<file path="src/common/mux_cfg_defs.svh">
// Field positions, codes and reset values for the input multiplexer decoder
`ifndef MUX_CFG_DEFS_SVH
`define MUX_CFG_DEFS_SVH

`define INCC_LSB       10
`define INCC_MSB       12
`define SEL_LSB        7
`define SEL_MSB        9
`define REF_LSB        3
`define REF_MSB        5
`define CFG_W          14
`define CFG_RESET      14'h3FFF
`define INCC_SINGLE    3'h7
`define INCC_COM_BIP   3'h2
`define INCC_COM_UNI   3'h6
`define INCC_PAIR_BIP  2'h0
`define INCC_PAIR_UNI  2'h2
`define REF_INT_2V5    3'h0
`define REF_INT_4V096  3'h1
`define REF_EXT_TEMP   3'h2
`define REF_EXT_BUF_T  3'h3
`define REF_EXT        3'h6
`define REF_EXT_BUF    3'h7
`define CH_TEMP        4'h8
`define ADDR_CFG       4'h0
`define ADDR_SAMPLE    4'h1
`define ADDR_STATUS    4'h2

`endif

</file>
<file path="src/common/mux_cfg_pkg.sv">
// Types shared by the input multiplexer decoder
package mux_cfg_pkg;
	typedef enum logic [2:0] {
		MODE_SINGLE,
		MODE_COM_BIP,
		MODE_COM_UNI,
		MODE_PAIR_BIP,
		MODE_PAIR_UNI
	} in_mode_t;

	typedef enum {
		ST_IDLE,
		ST_ACQ,
		ST_CONV
	} samp_state_t;

	typedef struct packed {
		logic [7:0] pos_sel;
		logic [7:0] neg_sel;
		logic       neg_is_com;
		logic       neg_is_gnd;
		logic       mid_sense;
		logic       twos_comp;
		logic       ref_int_en;
		logic       ref_4v096;
		logic       buf_en;
		logic       temp_en;
	} mux_setting_t;
endpackage

</file>
<file path="src/common/cfg_dec_if.sv">
// Carries a configuration word to the decoder and its settings back
interface cfg_dec_if;
	import mux_cfg_pkg::*;
	logic [13:0]  cfg;
	logic         seq_drive;
	logic [2:0]   seq_ch;
	logic         temp_pick;
	mux_setting_t setting;
	modport ctrl (output cfg, output seq_drive, output seq_ch, output temp_pick, input setting);
	modport dec (input cfg, input seq_drive, input seq_ch, input temp_pick, output setting);
endinterface

</file>
<file path="src/cfg_decode.sv">
// Combinational decode of a configuration word into multiplexer and reference settings
`include "mux_cfg_defs.svh"
module cfg_decode
	import mux_cfg_pkg::*;
(
	cfg_dec_if.dec d
);
	logic [2:0] incc;
	logic [2:0] sel;
	logic [2:0] refs;
	logic [2:0] pos;
	in_mode_t   mode;
	mux_setting_t s;

	assign incc = d.cfg[`INCC_MSB:`INCC_LSB];
	assign sel  = d.seq_drive ? d.seq_ch : d.cfg[`SEL_MSB:`SEL_LSB];
	assign refs = d.cfg[`REF_MSB:`REF_LSB];

	always_comb begin
		if (incc == `INCC_SINGLE) begin
			mode = MODE_SINGLE;
		end else if (incc == `INCC_COM_BIP) begin
			mode = MODE_COM_BIP;
		end else if (incc == `INCC_COM_UNI) begin
			mode = MODE_COM_UNI;
		end else if (incc[2:1] == `INCC_PAIR_BIP) begin
			mode = MODE_PAIR_BIP;
		end else if (incc[2:1] == `INCC_PAIR_UNI) begin
			mode = MODE_PAIR_UNI;
		end else begin
			mode = MODE_SINGLE;
		end
	end

	always_comb begin
		s = '0;
		pos = sel;
		if ((mode == MODE_PAIR_BIP) || (mode == MODE_PAIR_UNI)) begin
			// Sequencer never swaps polarity
			if (d.seq_drive) begin
				pos = {sel[2:1], 1'b0};
			end
			s.pos_sel = 8'h01 << pos;
			s.neg_sel = 8'h01 << {pos[2:1], ~pos[0]};
			s.mid_sense = (mode == MODE_PAIR_BIP);
			s.twos_comp = (mode == MODE_PAIR_BIP);
		end else begin
			s.pos_sel = 8'h01 << pos;
			s.neg_is_com = (mode != MODE_SINGLE);
			s.neg_is_gnd = (mode == MODE_SINGLE);
			s.mid_sense  = (mode == MODE_COM_BIP);
			s.twos_comp  = (mode == MODE_COM_BIP);
		end
		s.ref_int_en = (refs == `REF_INT_2V5) || (refs == `REF_INT_4V096);
		s.ref_4v096  = (refs == `REF_INT_4V096);
		s.buf_en     = (refs == `REF_INT_2V5) || (refs == `REF_INT_4V096)
			|| (refs == `REF_EXT_BUF_T) || (refs == `REF_EXT_BUF);
		s.temp_en    = s.ref_int_en || (refs == `REF_EXT_TEMP)
			|| (refs == `REF_EXT_BUF_T);
		if (d.temp_pick) begin
			s.pos_sel    = 8'h00;
			s.neg_sel    = 8'h00;
			s.neg_is_com = 1'b0;
			s.neg_is_gnd = 1'b1;
			s.mid_sense  = 1'b0;
			s.twos_comp  = 1'b0;
		end
	end

	assign d.setting = s;
endmodule // cfg_decode

</file>
<file path="src/mux_cfg_ctrl.sv">
// Input multiplexer and reference configuration controller
//
// Chosen here: the plain strobed port and the register addresses.
`include "mux_cfg_defs.svh"
//------------------------------------------------------------
//------------------------------------------------------------
module mux_cfg_ctrl
	import mux_cfg_pkg::*;
(
	input  wire logic        clk,
	input  wire logic        rst,
	input  wire logic [3:0]  addr,
	input  wire logic [15:0] wdata,
	input  wire logic        wr,
	input  wire logic        rd,
	input  wire logic        start,
	input  wire logic        conv_done,
	input  wire logic        seq_drive,
	input  wire logic [2:0]  seq_ch,
	input  wire logic        temp_pick,
	output logic      [15:0] rdata,
	output logic      [7:0]  pos_sel,
	output logic      [7:0]  neg_sel,
	output logic             neg_is_com,
	output logic             neg_is_gnd,
	output logic             mid_sense,
	output logic             twos_comp,
	output logic             ref_int_en,
	output logic             ref_4v096,
	output logic             buf_en,
	output logic             temp_en,
	output logic             sampling
);
	//------------------------------------------------------------
	// Registers
	//------------------------------------------------------------
	logic [13:0]  cfg_reg;
	logic [13:0]  cfg_next;
	logic [15:0]  rdata_reg;
	logic [15:0]  rdata_next;
	mux_setting_t set_reg;
	mux_setting_t set_next;
	samp_state_t  state_reg;
	samp_state_t  state_next;
	logic         seq_reg;
	logic         seq_next;
	logic [2:0]   sch_reg;
	logic [2:0]   sch_next;
	logic         tp_reg;
	logic         tp_next;

	cfg_dec_if dif ();
	assign dif.cfg       = cfg_reg;
	assign dif.seq_drive = seq_reg;
	assign dif.seq_ch    = sch_reg;
	assign dif.temp_pick = tp_reg;

	cfg_decode u_dec (
		.d (dif.dec)
	);

	//------------------------------------------------------------
	// Register port and sample sequencing
	//------------------------------------------------------------
	always_comb begin
		cfg_next   = cfg_reg;
		rdata_next = 16'h0000;
		state_next = state_reg;
		set_next   = set_reg;
		seq_next   = seq_reg;
		sch_next   = sch_reg;
		tp_next    = tp_reg;
		// A write mid-sample lands for the next sample only
		if (wr && (addr == `ADDR_CFG)) begin
			cfg_next = wdata[13:0];
		end else if (wr && (addr == `ADDR_SAMPLE)) begin
			seq_next = wdata[0];
			sch_next = wdata[3:1];
			tp_next  = wdata[4];
		end
		if (rd && (addr == `ADDR_CFG)) begin
			rdata_next = {2'b00, cfg_reg};
		end else if (rd && (addr == `ADDR_SAMPLE)) begin
			rdata_next = {11'h000, tp_reg, sch_reg, seq_reg};
		end else if (rd && (addr == `ADDR_STATUS)) begin
			rdata_next = {14'h0000, (state_reg == ST_CONV), (state_reg != ST_IDLE)};
		end
		case (state_reg)
			ST_IDLE: begin
				set_next = dif.setting;
				if (start) begin
					state_next = ST_ACQ;
				end
			end
			ST_ACQ: begin
				state_next = ST_CONV;
			end
			ST_CONV: begin
				if (conv_done) begin
					state_next = ST_IDLE;
				end
			end
			default: begin
				state_next = ST_IDLE;
			end
		endcase
	end

	always_ff @(posedge clk or posedge rst) begin
		if (rst) begin
			cfg_reg   <= `CFG_RESET;
			rdata_reg <= 16'h0000;
			set_reg   <= '0;
			state_reg <= ST_IDLE;
			seq_reg   <= 1'b0;
			sch_reg   <= 3'h0;
			tp_reg    <= 1'b0;
		end else begin
			cfg_reg   <= cfg_next;
			rdata_reg <= rdata_next;
			set_reg   <= set_next;
			state_reg <= state_next;
			seq_reg   <= seq_next;
			sch_reg   <= sch_next;
			tp_reg    <= tp_next;
		end
	end

	//------------------------------------------------------------
	// Outputs
	//------------------------------------------------------------
	logic samp_reg;
	always_ff @(posedge clk or posedge rst) begin
		if (rst) begin
			samp_reg <= 1'b0;
		end else begin
			samp_reg <= (state_next != ST_IDLE);
		end
	end

	assign rdata      = rdata_reg;
	assign pos_sel    = set_reg.pos_sel;
	assign neg_sel    = set_reg.neg_sel;
	assign neg_is_com = set_reg.neg_is_com;
	assign neg_is_gnd = set_reg.neg_is_gnd;
	assign mid_sense  = set_reg.mid_sense;
	assign twos_comp  = set_reg.twos_comp;
	assign ref_int_en = set_reg.ref_int_en;
	assign ref_4v096  = set_reg.ref_4v096;
	assign buf_en     = set_reg.buf_en;
	assign temp_en    = set_reg.temp_en;
	assign sampling   = samp_reg;
endmodule // mux_cfg_ctrl

</file>
<file path="config.mk">
export PLATFORM = sky130hd
export DESIGN_NAME = mux_cfg_ctrl
export DESIGN_NICKNAME = d
export VERILOG_FILES = /design/src/common/mux_cfg_pkg.sv /design/src/common/cfg_dec_if.sv /design/src/cfg_decode.sv /design/src/mux_cfg_ctrl.sv
export VERILOG_INCLUDE_DIRS = /design/src /design/src/common
export SDC_FILE = /design/constraint.sdc
export NUM_CORES = 1
export LEC_CHECK = 0
export ABC_AREA = 1
export ABC_CLOCK_PERIOD_IN_PS = 3050
export BUFFER_PORTS_ARGS = -buffer_cell sky130_fd_sc_hd__buf_4
export CAP_MARGIN = 40
export CORE_ASPECT_RATIO = 0.8
export CORE_MARGIN = 2
export CORE_UTILIZATION = 54
export DETAILED_ROUTE_END_ITERATION = 12
export PLACE_DENSITY = 0.88
export SLEW_MARGIN = 15
export SYNTH_ARGS = -nofsm -noshare
export SYNTH_HDL_FRONTEND = slang
export SYNTH_SLANG_ARGS = --single-unit
</file>
<file path="constraint.sdc">
create_clock -name clk -period 3.05 [get_ports clk]
set_clock_uncertainty 0.1 [all_clocks]
set_input_delay 0.1525 -clock clk [delete_from_list [all_inputs] [get_ports clk]]
set_output_delay 0.1525 -clock clk [all_outputs]
set_load 0.05 [all_outputs]
</file>
# Word-level counts from Yosys, hierarchy flattened
# Index checks and enable logic that the tools add are counted.
[classes] reduce_logical=20 n_eq_ne=16 bitwise_logic=2 shifts=3 mux=19
[op_table] op="32-bit case mux with 3 select lines" count=1
[op_table] op="32-bit 2-to-1 mux" count=2
[op_table] op="32-bit nonzero test" count=2
[op_table] op="32-bit by 1-bit equality test with 1-bit output, second input constant" count=1
[op_table] op="32-bit by 2-bit equality test with 1-bit output, second input constant" count=1
[op_table] op="32-bit by 3-bit equality test with 1-bit output, second input constant" count=1
[op_table] op="32-bit zero test" count=1
[op_table] op="1-bit by 3-bit left shift with 8-bit output, first input constant" count=3
[op_table] op="3-bit 2-to-1 mux" count=7
[op_table] op="20-bit 2-to-1 mux" count=1
[op_table] op="8-bit 2-to-1 mux" count=2
[op_table] op="14-bit 2-to-1 mux" count=1
[op_table] op="3-bit by 2-bit equality test with 1-bit output, second input constant" count=4
[op_table] op="3-bit equality test, second input constant" count=4
[op_table] op="3-bit by 1-bit equality test with 1-bit output, second input constant" count=2
[op_table] op="3-bit zero test" count=2
[op_table] op="1-bit logical OR" count=6
[op_table] op="2-bit 2-to-1 mux" count=3
[op_table] op="1-bit logical AND" count=5
[op_table] op="5-bit 2-to-1 mux" count=1
[op_table] op="4-bit by 1-bit equality test with 1-bit output, second input constant" count=1
[op_table] op="4-bit by 2-bit equality test with 1-bit output, second input constant" count=1
[op_table] op="4-bit zero test" count=1
[op_table] op="3-bit nonzero test" count=1
[op_table] op="other kinds (5)" count=6
[word_totals] input_bits=31 output_inout_bits=41 reg_bits=92

# Logic depth before layout (Yosys ltp)
# Gate-level depths: netlist of run 1.
[logic_depth] word_depth=13 mapped_depth=8 mapped_depth_nobuf=8

# By module
# Synthesis of run 1 repeated with hierarchy kept, for this count alone.
[unflattened] hier_cells=377 area_unflattened_um2=3585.9
[by_module_without_submodules] module="mux_cfg_ctrl" area_per_inst_um2=3343.2 cells_each=319 n_inst=1
[by_module_without_submodules] module="cfg_decode" area_per_inst_um2=242.7 cells_each=58 n_inst=1

# Worst setup path after synthesis of run 1
# No wires, ideal clock.
[synth_timing] kind="reg2reg" from="register state_reg[1]" to="register set_reg (netlist bit neg_sel[1])" period_less_slack_ns=1.326 path_stages_with_launch=8 slack_ns=1.724 setup_ns=0.120 arrival_time_ns=1.106 cell_sequence="dfrtp_1 > nor2_1 > nand2_1 > nor2_2 > nand2_4 > clkbuf_2 > o21ai_0 > nand2_1"
[synth_via] elab_chain_len=1
[synth_lines] item="from (decl)" line_no="mux_cfg_ctrl.sv:43" source="samp_state_t state_reg;"
[synth_lines] item="from (signal assigned)" line_no="mux_cfg_ctrl.sv:122" source="state_reg <= state_next;"
[synth_lines] item="32-bit zero test" line_no="mux_cfg_ctrl.sv:88" source="case (state_reg)"
[synth_lines] item="to (signal assigned)" line_no="mux_cfg_ctrl.sv:121" source="set_reg <= set_next;"
[synth_lines] item="to (decl)" line_no="mux_cfg_ctrl.sv:41" source="mux_setting_t set_reg;"
# No other way between the ends.
# A chain may end at the register's enable or synchronous reset.

# Worst setup path in the final report of run 1
[layout_timing] from="register state_reg[7]" to="register set_reg (netlist bit neg_sel[4])"
# Same word-level chain as after synthesis.

==> results of run 1 <==
==> how the worst max path moves through the flow <==
stage                       from          to  slack, ns  depth (start not counted)
CTS                 state_reg[7]  neg_sel[4]       1.34                          7
finish              state_reg[7]  neg_sel[4]       1.33                          7
global route        state_reg[7]  pos_sel[2]       1.21                          7
detailed placement  state_reg[7]  neg_sel[4]       1.40                          7
global placement    state_reg[5]  neg_sel[6]       1.47                          7
floorplan                    rst      buf_en       0.51                          1
==> synthesized netlist by cell type <==
cell type  count
conb_1         1
or2_2          1
a21oi_1       10
dfstp_2       14
buf_4          3
inv_1         41
dfrtp_1       75
o22ai_1        1
o21ai_2        1
nor2_1        47
nor2_4         3
nor2_8         1
nand3_1       28
nand2_1       68
nor3_4         1
buf_2          2
buf_8          2
clkbuf_2       4
nand2_4        2
clkbuf_1       1
nor2_2         4
o21ai_1       13
nand3_2        3
o21ai_0       25
nor3_1         3
==> through the flow <==
step	setup slack [ns]	utilization (%)	std cells	instance area (um^2)
after global placement	1.47	65.0	521	4100
after detailed placement	1.40	65.0	521	4100
after CTS	1.34	70.6	553	4460
final	1.33	70.6	553	4460
after floorplan	0.514	-	385	3600
after global routing	1.21	70.6	553	4460
==> critical path, delay by kind of cell, from the launching register on <==
family | cells | cell delay (ns)
flip-flops | 1 | 0.38
AND/OR/NAND/NOR | 7 | 1.17
==> power by group <==
part	internal, mW	switching, mW
Sequential	1.28	0.0621
Clock	0.378	0.406
Combinational	0.0951	0.191
==> final cells by class <==
cell class / instances / area (um^2)
clock inverters: 7 / 70.1
inverters: 41 / 155
well taps: 84 / 105
multi-input cells: 243 / 1120
fillers: 470 / 1860
clock buffers: 9 / 124
repair buffers: 80 / 641
flip-flops and latches: 89 / 2240
==> repair_timing <==
| item | in CTS | in global routing |
|---|---|---|
| endpoints found under the hold margin | 95 | 0 |
| buffers inserted | 0 | 0 |
| hold buffers | 16 | 0 |
==> layer usage <==
layer	up-vias	track usage, %
met5	-	0
met4	0	7.25
met3	13	5.14
li1	1295	-
met1	1298	28.7
met2	64	38.5
==> kinds of logic after synthesis <==
family | Yosys count
other | 1
and+or+nand+nor | 161
DFF | 89
AOI/OAI and AO/OA | 50
buffers and inverters | 53
==> impl_metrics.yaml, run 1 <==
outcome:
  status: "finished, final reports clean"
timing:
  clock.fmax_mhz: 583
  rsz0062_at_grt: "false"
  min_period_ns: 1.72
  max-slew-margin-rel_pct: 53.3
  drv_slew: 0
  setup_viol: 0
  post-route-period-util_pct: 56.3
  fin_tns_setup_ns: 0
  worst_slew_pin_slew_ns: 0.700
  hold_viol_final: 0
  fin_hold_ws_ns: 0.0306
clocking:
  htreeDepth: 3
  cts_tree: "done"
  ctsResizeCount: 0
  cts_buffer_depth: 2
  cts_inserted_buffers: 9
  clock-root-buffer: "clkbuf_8"
  clk_latency_ns: 0.35
  cts_sinks: 89
  clkSlewWorstSetupHoldPaths_ns: 0.08
layout:
  nNetsFinal: 495
  drive_gt1_share_pct: 23.7
  layout_commonest_cell: "dfrtp_1"
  syn_to_final_growth_pct: 27.9
  diodes: 0
  final_cell_mix: "dfrtp_1, nand2_1, buf_4"
  largest_register_ffs: 32
worst_setup_path:
  reg2reg_from: "state_reg[7]"
  reg2reg_to: "neg_sel[4]"
  timing.critical_path.mode_cell: "nand2_1"
  cp_slowest_stage_delay_ns: 0.38
  crit_chain: "nor2_1 -> nand2_1 -> nor2_2 -> nand2_4 -> nor2_8 -> nand3_1 -> nand2_1"
  regToRegSetupSlack_ns: 1.33
  startpoint_type: "flip-flop"
  arrival_ns: 1.91
  r2r_cells: 7
  cp-end-kind: "flip-flop"
  path_class: "flip-flop to flip-flop"
  crit_fanout: 25
  slowest_stage: "dfrtp_1"
  cp.required_ns: 3.24
grt:
  grt_pass1_vias: 2641
  antenna_found_initial: 0
  grt_use_total_pct: 22.3
  grt_first_pass_wirelength_um: 12100
  grt_max_degree: 59
  grt_overflow: 0
route:
  drt_iter0_drc: 143
  wl_per_cell_um: 13.2
  m1WireLength_um: 3130
  route.met3.wl_um: 253
  top_layer: "met4"
  drt_pass1_iterations: 4
  final_antenna_net_count: 0
  vias_per_cell: 4.83
  drc: 0
  vias: 2670
  wl_met2_um: 3800
  wirelength_um: 7300
hold_path:
  hold_path_end: "state_reg[0]"
  holdPathStages: 4
  min-delay-start: "start"
  hold_path_class: "input port to flip-flop"
yosys:
  synth.mux.area_fraction_pct: 0
  syn_inst: 354
  synth_top_family_by_area: "simple AND/OR/NAND/NOR gates"
  yosysSeqAreaShare_pct: 64.4
  synth_xor_xnor_area_share_pct: 0
  syn_area_per_cell_um2: 9.84
  yosys.area_share.simple_pct: 21.3
  ys_warn_count: 0
  synth.distinct_cells: 25
  synth_top_area_share_pct: 53.9
  netlist_area_um2: 3480
  ys_top_cells_by_area: "dfrtp_1, dfstp_2, nand2_1"
  synth_top_area_cell: "dfrtp_1"
  synth-compound-area-share_pct: 7.32
  synthAdderAreaFrac_pct: 0
  synth-seq-cells: 89
placed_design:
  numPortBuffers: 62
  dpl.hpwl_um: 4880
  place.gp.congestion: 0.841
die:
  die-area_um2: 7120
  start_util_pct: 55.2
  row_count: 26
  ioPinCount: 72
  core_area_um2: 6310
  chipHeight_um: 75.9
  die_w_um: 93.8
power:
  power_density_nw_per_um2: 542
  power.total_mw: 2.41
  ir_worst_vdd_uv: 356
  p_leak_nw: 2.47
run:
  maxCapViolCount: 0
No activity file was read; power rests on OpenSTA's default activity.
==> run 2: changes to the inputs <==
--- a/config.mk
+++ b/config.mk
@@ -6,15 +6,15 @@
 export SDC_FILE = /design/constraint.sdc
 export NUM_CORES = 1
 export LEC_CHECK = 0
-export ABC_AREA = 1
-export ABC_CLOCK_PERIOD_IN_PS = 3050
+export ABC_AREA = 0
+export ABC_CLOCK_PERIOD_IN_PS = 1700
 export BUFFER_PORTS_ARGS = -buffer_cell sky130_fd_sc_hd__buf_4
 export CAP_MARGIN = 40
 export CORE_ASPECT_RATIO = 0.8
 export CORE_MARGIN = 2
-export CORE_UTILIZATION = 54
+export CORE_UTILIZATION = 53
 export DETAILED_ROUTE_END_ITERATION = 12
-export PLACE_DENSITY = 0.88
+export PLACE_DENSITY = 0.87
 export SLEW_MARGIN = 15
 export SYNTH_ARGS = -nofsm -noshare
 export SYNTH_HDL_FRONTEND = slang
==> constraint.sdc (replaced) <==
create_clock -name clk -period 1.7 [get_ports clk]
set_clock_uncertainty 0.1 [all_clocks]
set_input_delay 0.085 -clock clk [delete_from_list [all_inputs] [get_ports clk]]
set_output_delay 0.085 -clock clk [all_outputs]
set_load 0.05 [all_outputs]
==> run 2 against run 1 <==
The flow now finishes with violations (negative setup slack). Routed wire length up 4.2%. Critical path depth fell by 1. Total power increased by 82%. Sequential share of layout area shrank 1.3 points. Sequential power grew 83%. Register-to-register slack worse by 1.7 ns. Worst hold slack improved by 0.062 ns. Global-route usage rose by 0.13 points. Critical endpoint is now neg_sel[6]. First-iteration DRC count rose by 37%. Utilization rose by 6.0 points. Via count shrank 16%. Clock power increased by 71%. Critical path type unchanged.
==> impl_metrics.yaml, run 2 <==
outcome:
  status: "complete, but fails checks"
  violations: "negative setup slack"
route:
  final_antenna_net_count: 0
  drt_iter0_drc: 196
  drc: 0
  drt_pass1_iterations: 5
  vias: 2234
  wl_per_cell_um: 17.3
  vias_per_cell: 5.09
  wirelength_um: 7610
yosys:
  synth_edf_count: 0
  synthArstFlopShare_pct: 100
  synth_ff_type: "dfrtp_1"
  ys_warn_count: 0
  netlist_area_um2: 3310
  synth-seq-cells: 89
  syn_area_per_cell_um2: 14.8
  yosysMostFrequentCell: "dfrtp_1"
  synth.top_cells.by_count: "dfrtp_1, mux2_2, dfstp_2"
  synth_top_area_share_pct: 56.7
  yosysSeqAreaShare_pct: 67.9
  syn_inst: 224
  ys_top_cells_by_area: "dfrtp_1, mux2_2, dfstp_2"
  synth.distinct_cells: 34
  synth_top_area_cell: "dfrtp_1"
power:
  power.total_mw: 4.39
  ir_worst_vdd_uv: 627
  power_density_nw_per_um2: 959
  p_leak_nw: 2.16
grt:
  grt_overflow: 0
  antenna_found_initial: 0
  grt_max_degree: 90
  grt_pass1_vias: 2262
  grt_first_pass_wirelength_um: 11400
  grt_use_total_pct: 22.5
worst_setup_path:
  cp_top_family: "simple AND/OR/NAND/NOR gates"
  arrival_ns: 2.17
  cp_slowest_stage_delay_ns: 0.38
  path_buf_inv: 2
  slowest_stage: "dfrtp_1"
  cp.required_ns: 1.84
  path_class: "flip-flop to flip-flop"
  cp-end-kind: "flip-flop"
  startpoint_type: "flip-flop"
  crit_chain: "nor4_2 -> nand4_1 -> nor4_4 -> buf_4 -> clkbuf_16 -> mux2_4"
  crit_fanout: 8
clocking:
  cts_tree: "done"
  cts_inserted_buffers: 9
  clkSlewWorstSetupHoldPaths_ns: 0.08
  cts_buffer_depth: 2
  cts_sinks: 89
  clk_latency_ns: 0.36
  clock-root-buffer: "clkbuf_8"
  htreeDepth: 3
layout:
  filler_cell_count: 345
  largest_register_ffs: 32
  stdcell_area_um2: 4580
  fin_util_pct: 76.6
  fin_cells: 439
  syn_to_final_growth_pct: 38.4
  nNetsFinal: 384
  diodes: 0
  final_cell_mix: "dfrtp_1, buf_4, conb_1"
  drive_gt1_share_pct: 43.6
  layout_commonest_cell: "dfrtp_1"
placed_design:
  placedCellCount: 400
  dpl-instance-area_um2: 4050
  dpl.hpwl_um: 4360
  place.gp.congestion: 0.778
  place_ws_ns: -0.360
  numPortBuffers: 62
run:
  maxCapViolCount: 0
timing:
  setup_slack_ns: -0.330
  rsz0062_at_grt: "true"
  fin_tns_setup_ns: -7.39
  post-route-period-util_pct: 119
  setup_viol: 28
  drv_slew: 0
  fin_hold_ws_ns: 0.0922
  clock.fmax_mhz: 493
  min_period_ns: 2.03
  hold_viol_final: 0
die:
  chipHeight_um: 74.7
  start_util_pct: 55.4
  core_area_um2: 5970
  row_count: 25
  ioPinCount: 72
  die_w_um: 92.3
  die-area_um2: 6890
hold_path:
  hold_path_class: "input port to flip-flop"
run 2: cell count changes in the layout (fill, tap and decap cells not counted), sizes merged, moves of 7 or more:
cell,previous run,this run
a21oi,10,3
and2,0,10
buf,64,76
inv,41,5
mux2,0,40
nand2,70,4
nand3,31,2
nor2,55,5
nor3,4,11
nor4,0,14
o21ai,39,1
run 2: repair_timing:
item / in CTS / in global routing
setup buffers: 0 / 1
endpoints found under the hold margin: 99 / 0
resized for setup: 9 / 13
setup endpoints to repair: 28 / 28
cloned: 0 / 1
hold buffers: 21 / 0
pin swaps: 2 / 5
run 2: path summary, 6_finish.rpt:
kind                              start    endpoint  slack (ns)  depth (start not counted)
setup / recovery           state_reg[2]  neg_sel[6]       -0.33                          6
hold / removal                       rd    rdata[0]        0.09                          3
setup reg to reg           state_reg[2]  neg_sel[6]       -0.33                          6
hold reg to reg              neg_sel[0]  neg_sel[0]        0.42                          1
max in group asynchronous           rst  cfg_reg[8]        0.83                          4
min in group asynchronous           rst   rdata[13]        0.30                          4
run 2: area by class of cell:
class	count	area, um^2	area share (%)
Multi-Input combinational cell	149	1190	25.9
Inverter	6	26.3	0.574
Tap cell	81	101	2.21
Clock buffer	12	155	3.39
Clock inverter	4	27.5	0.601
Sequential cell	89	2240	49.0
Timing Repair Buffer	98	835	18.2
run 2: cell families (layout without fill, tap and decap cells):
group	after synthesis	after routing	share of synthesized area, %
AND/OR/NAND/NOR	60	60	10.9
flip-flops	89	89	67.9
buffers and inverters	17	120	2.76
other	1	32	0.113
multiplexers	45	45	15.8
AO/OA/AOI/OAI	12	12	2.57
run 2: routing by layer:
metal,routed length (um),vias up,part of all wire (%),GRT usage (%)
li1,-,1011,-,-
met1,3320,1125,44,27.5
met2,3750,83,49,37.9
met3,372,15,4.9,7.21
met4,163,0,2.1,9.29
met5,0,-,0,0
run 2: tightest hold or removal path: stages:
cell and delay (ns):
buf_4 0.11, or3b_1 0.22, o41ai_1 0.09
run 2: power by group:
part	switching, mW	internal [mW]
registers	0.127	2.32
logic	0.332	0.272
clock network	0.727	0.609
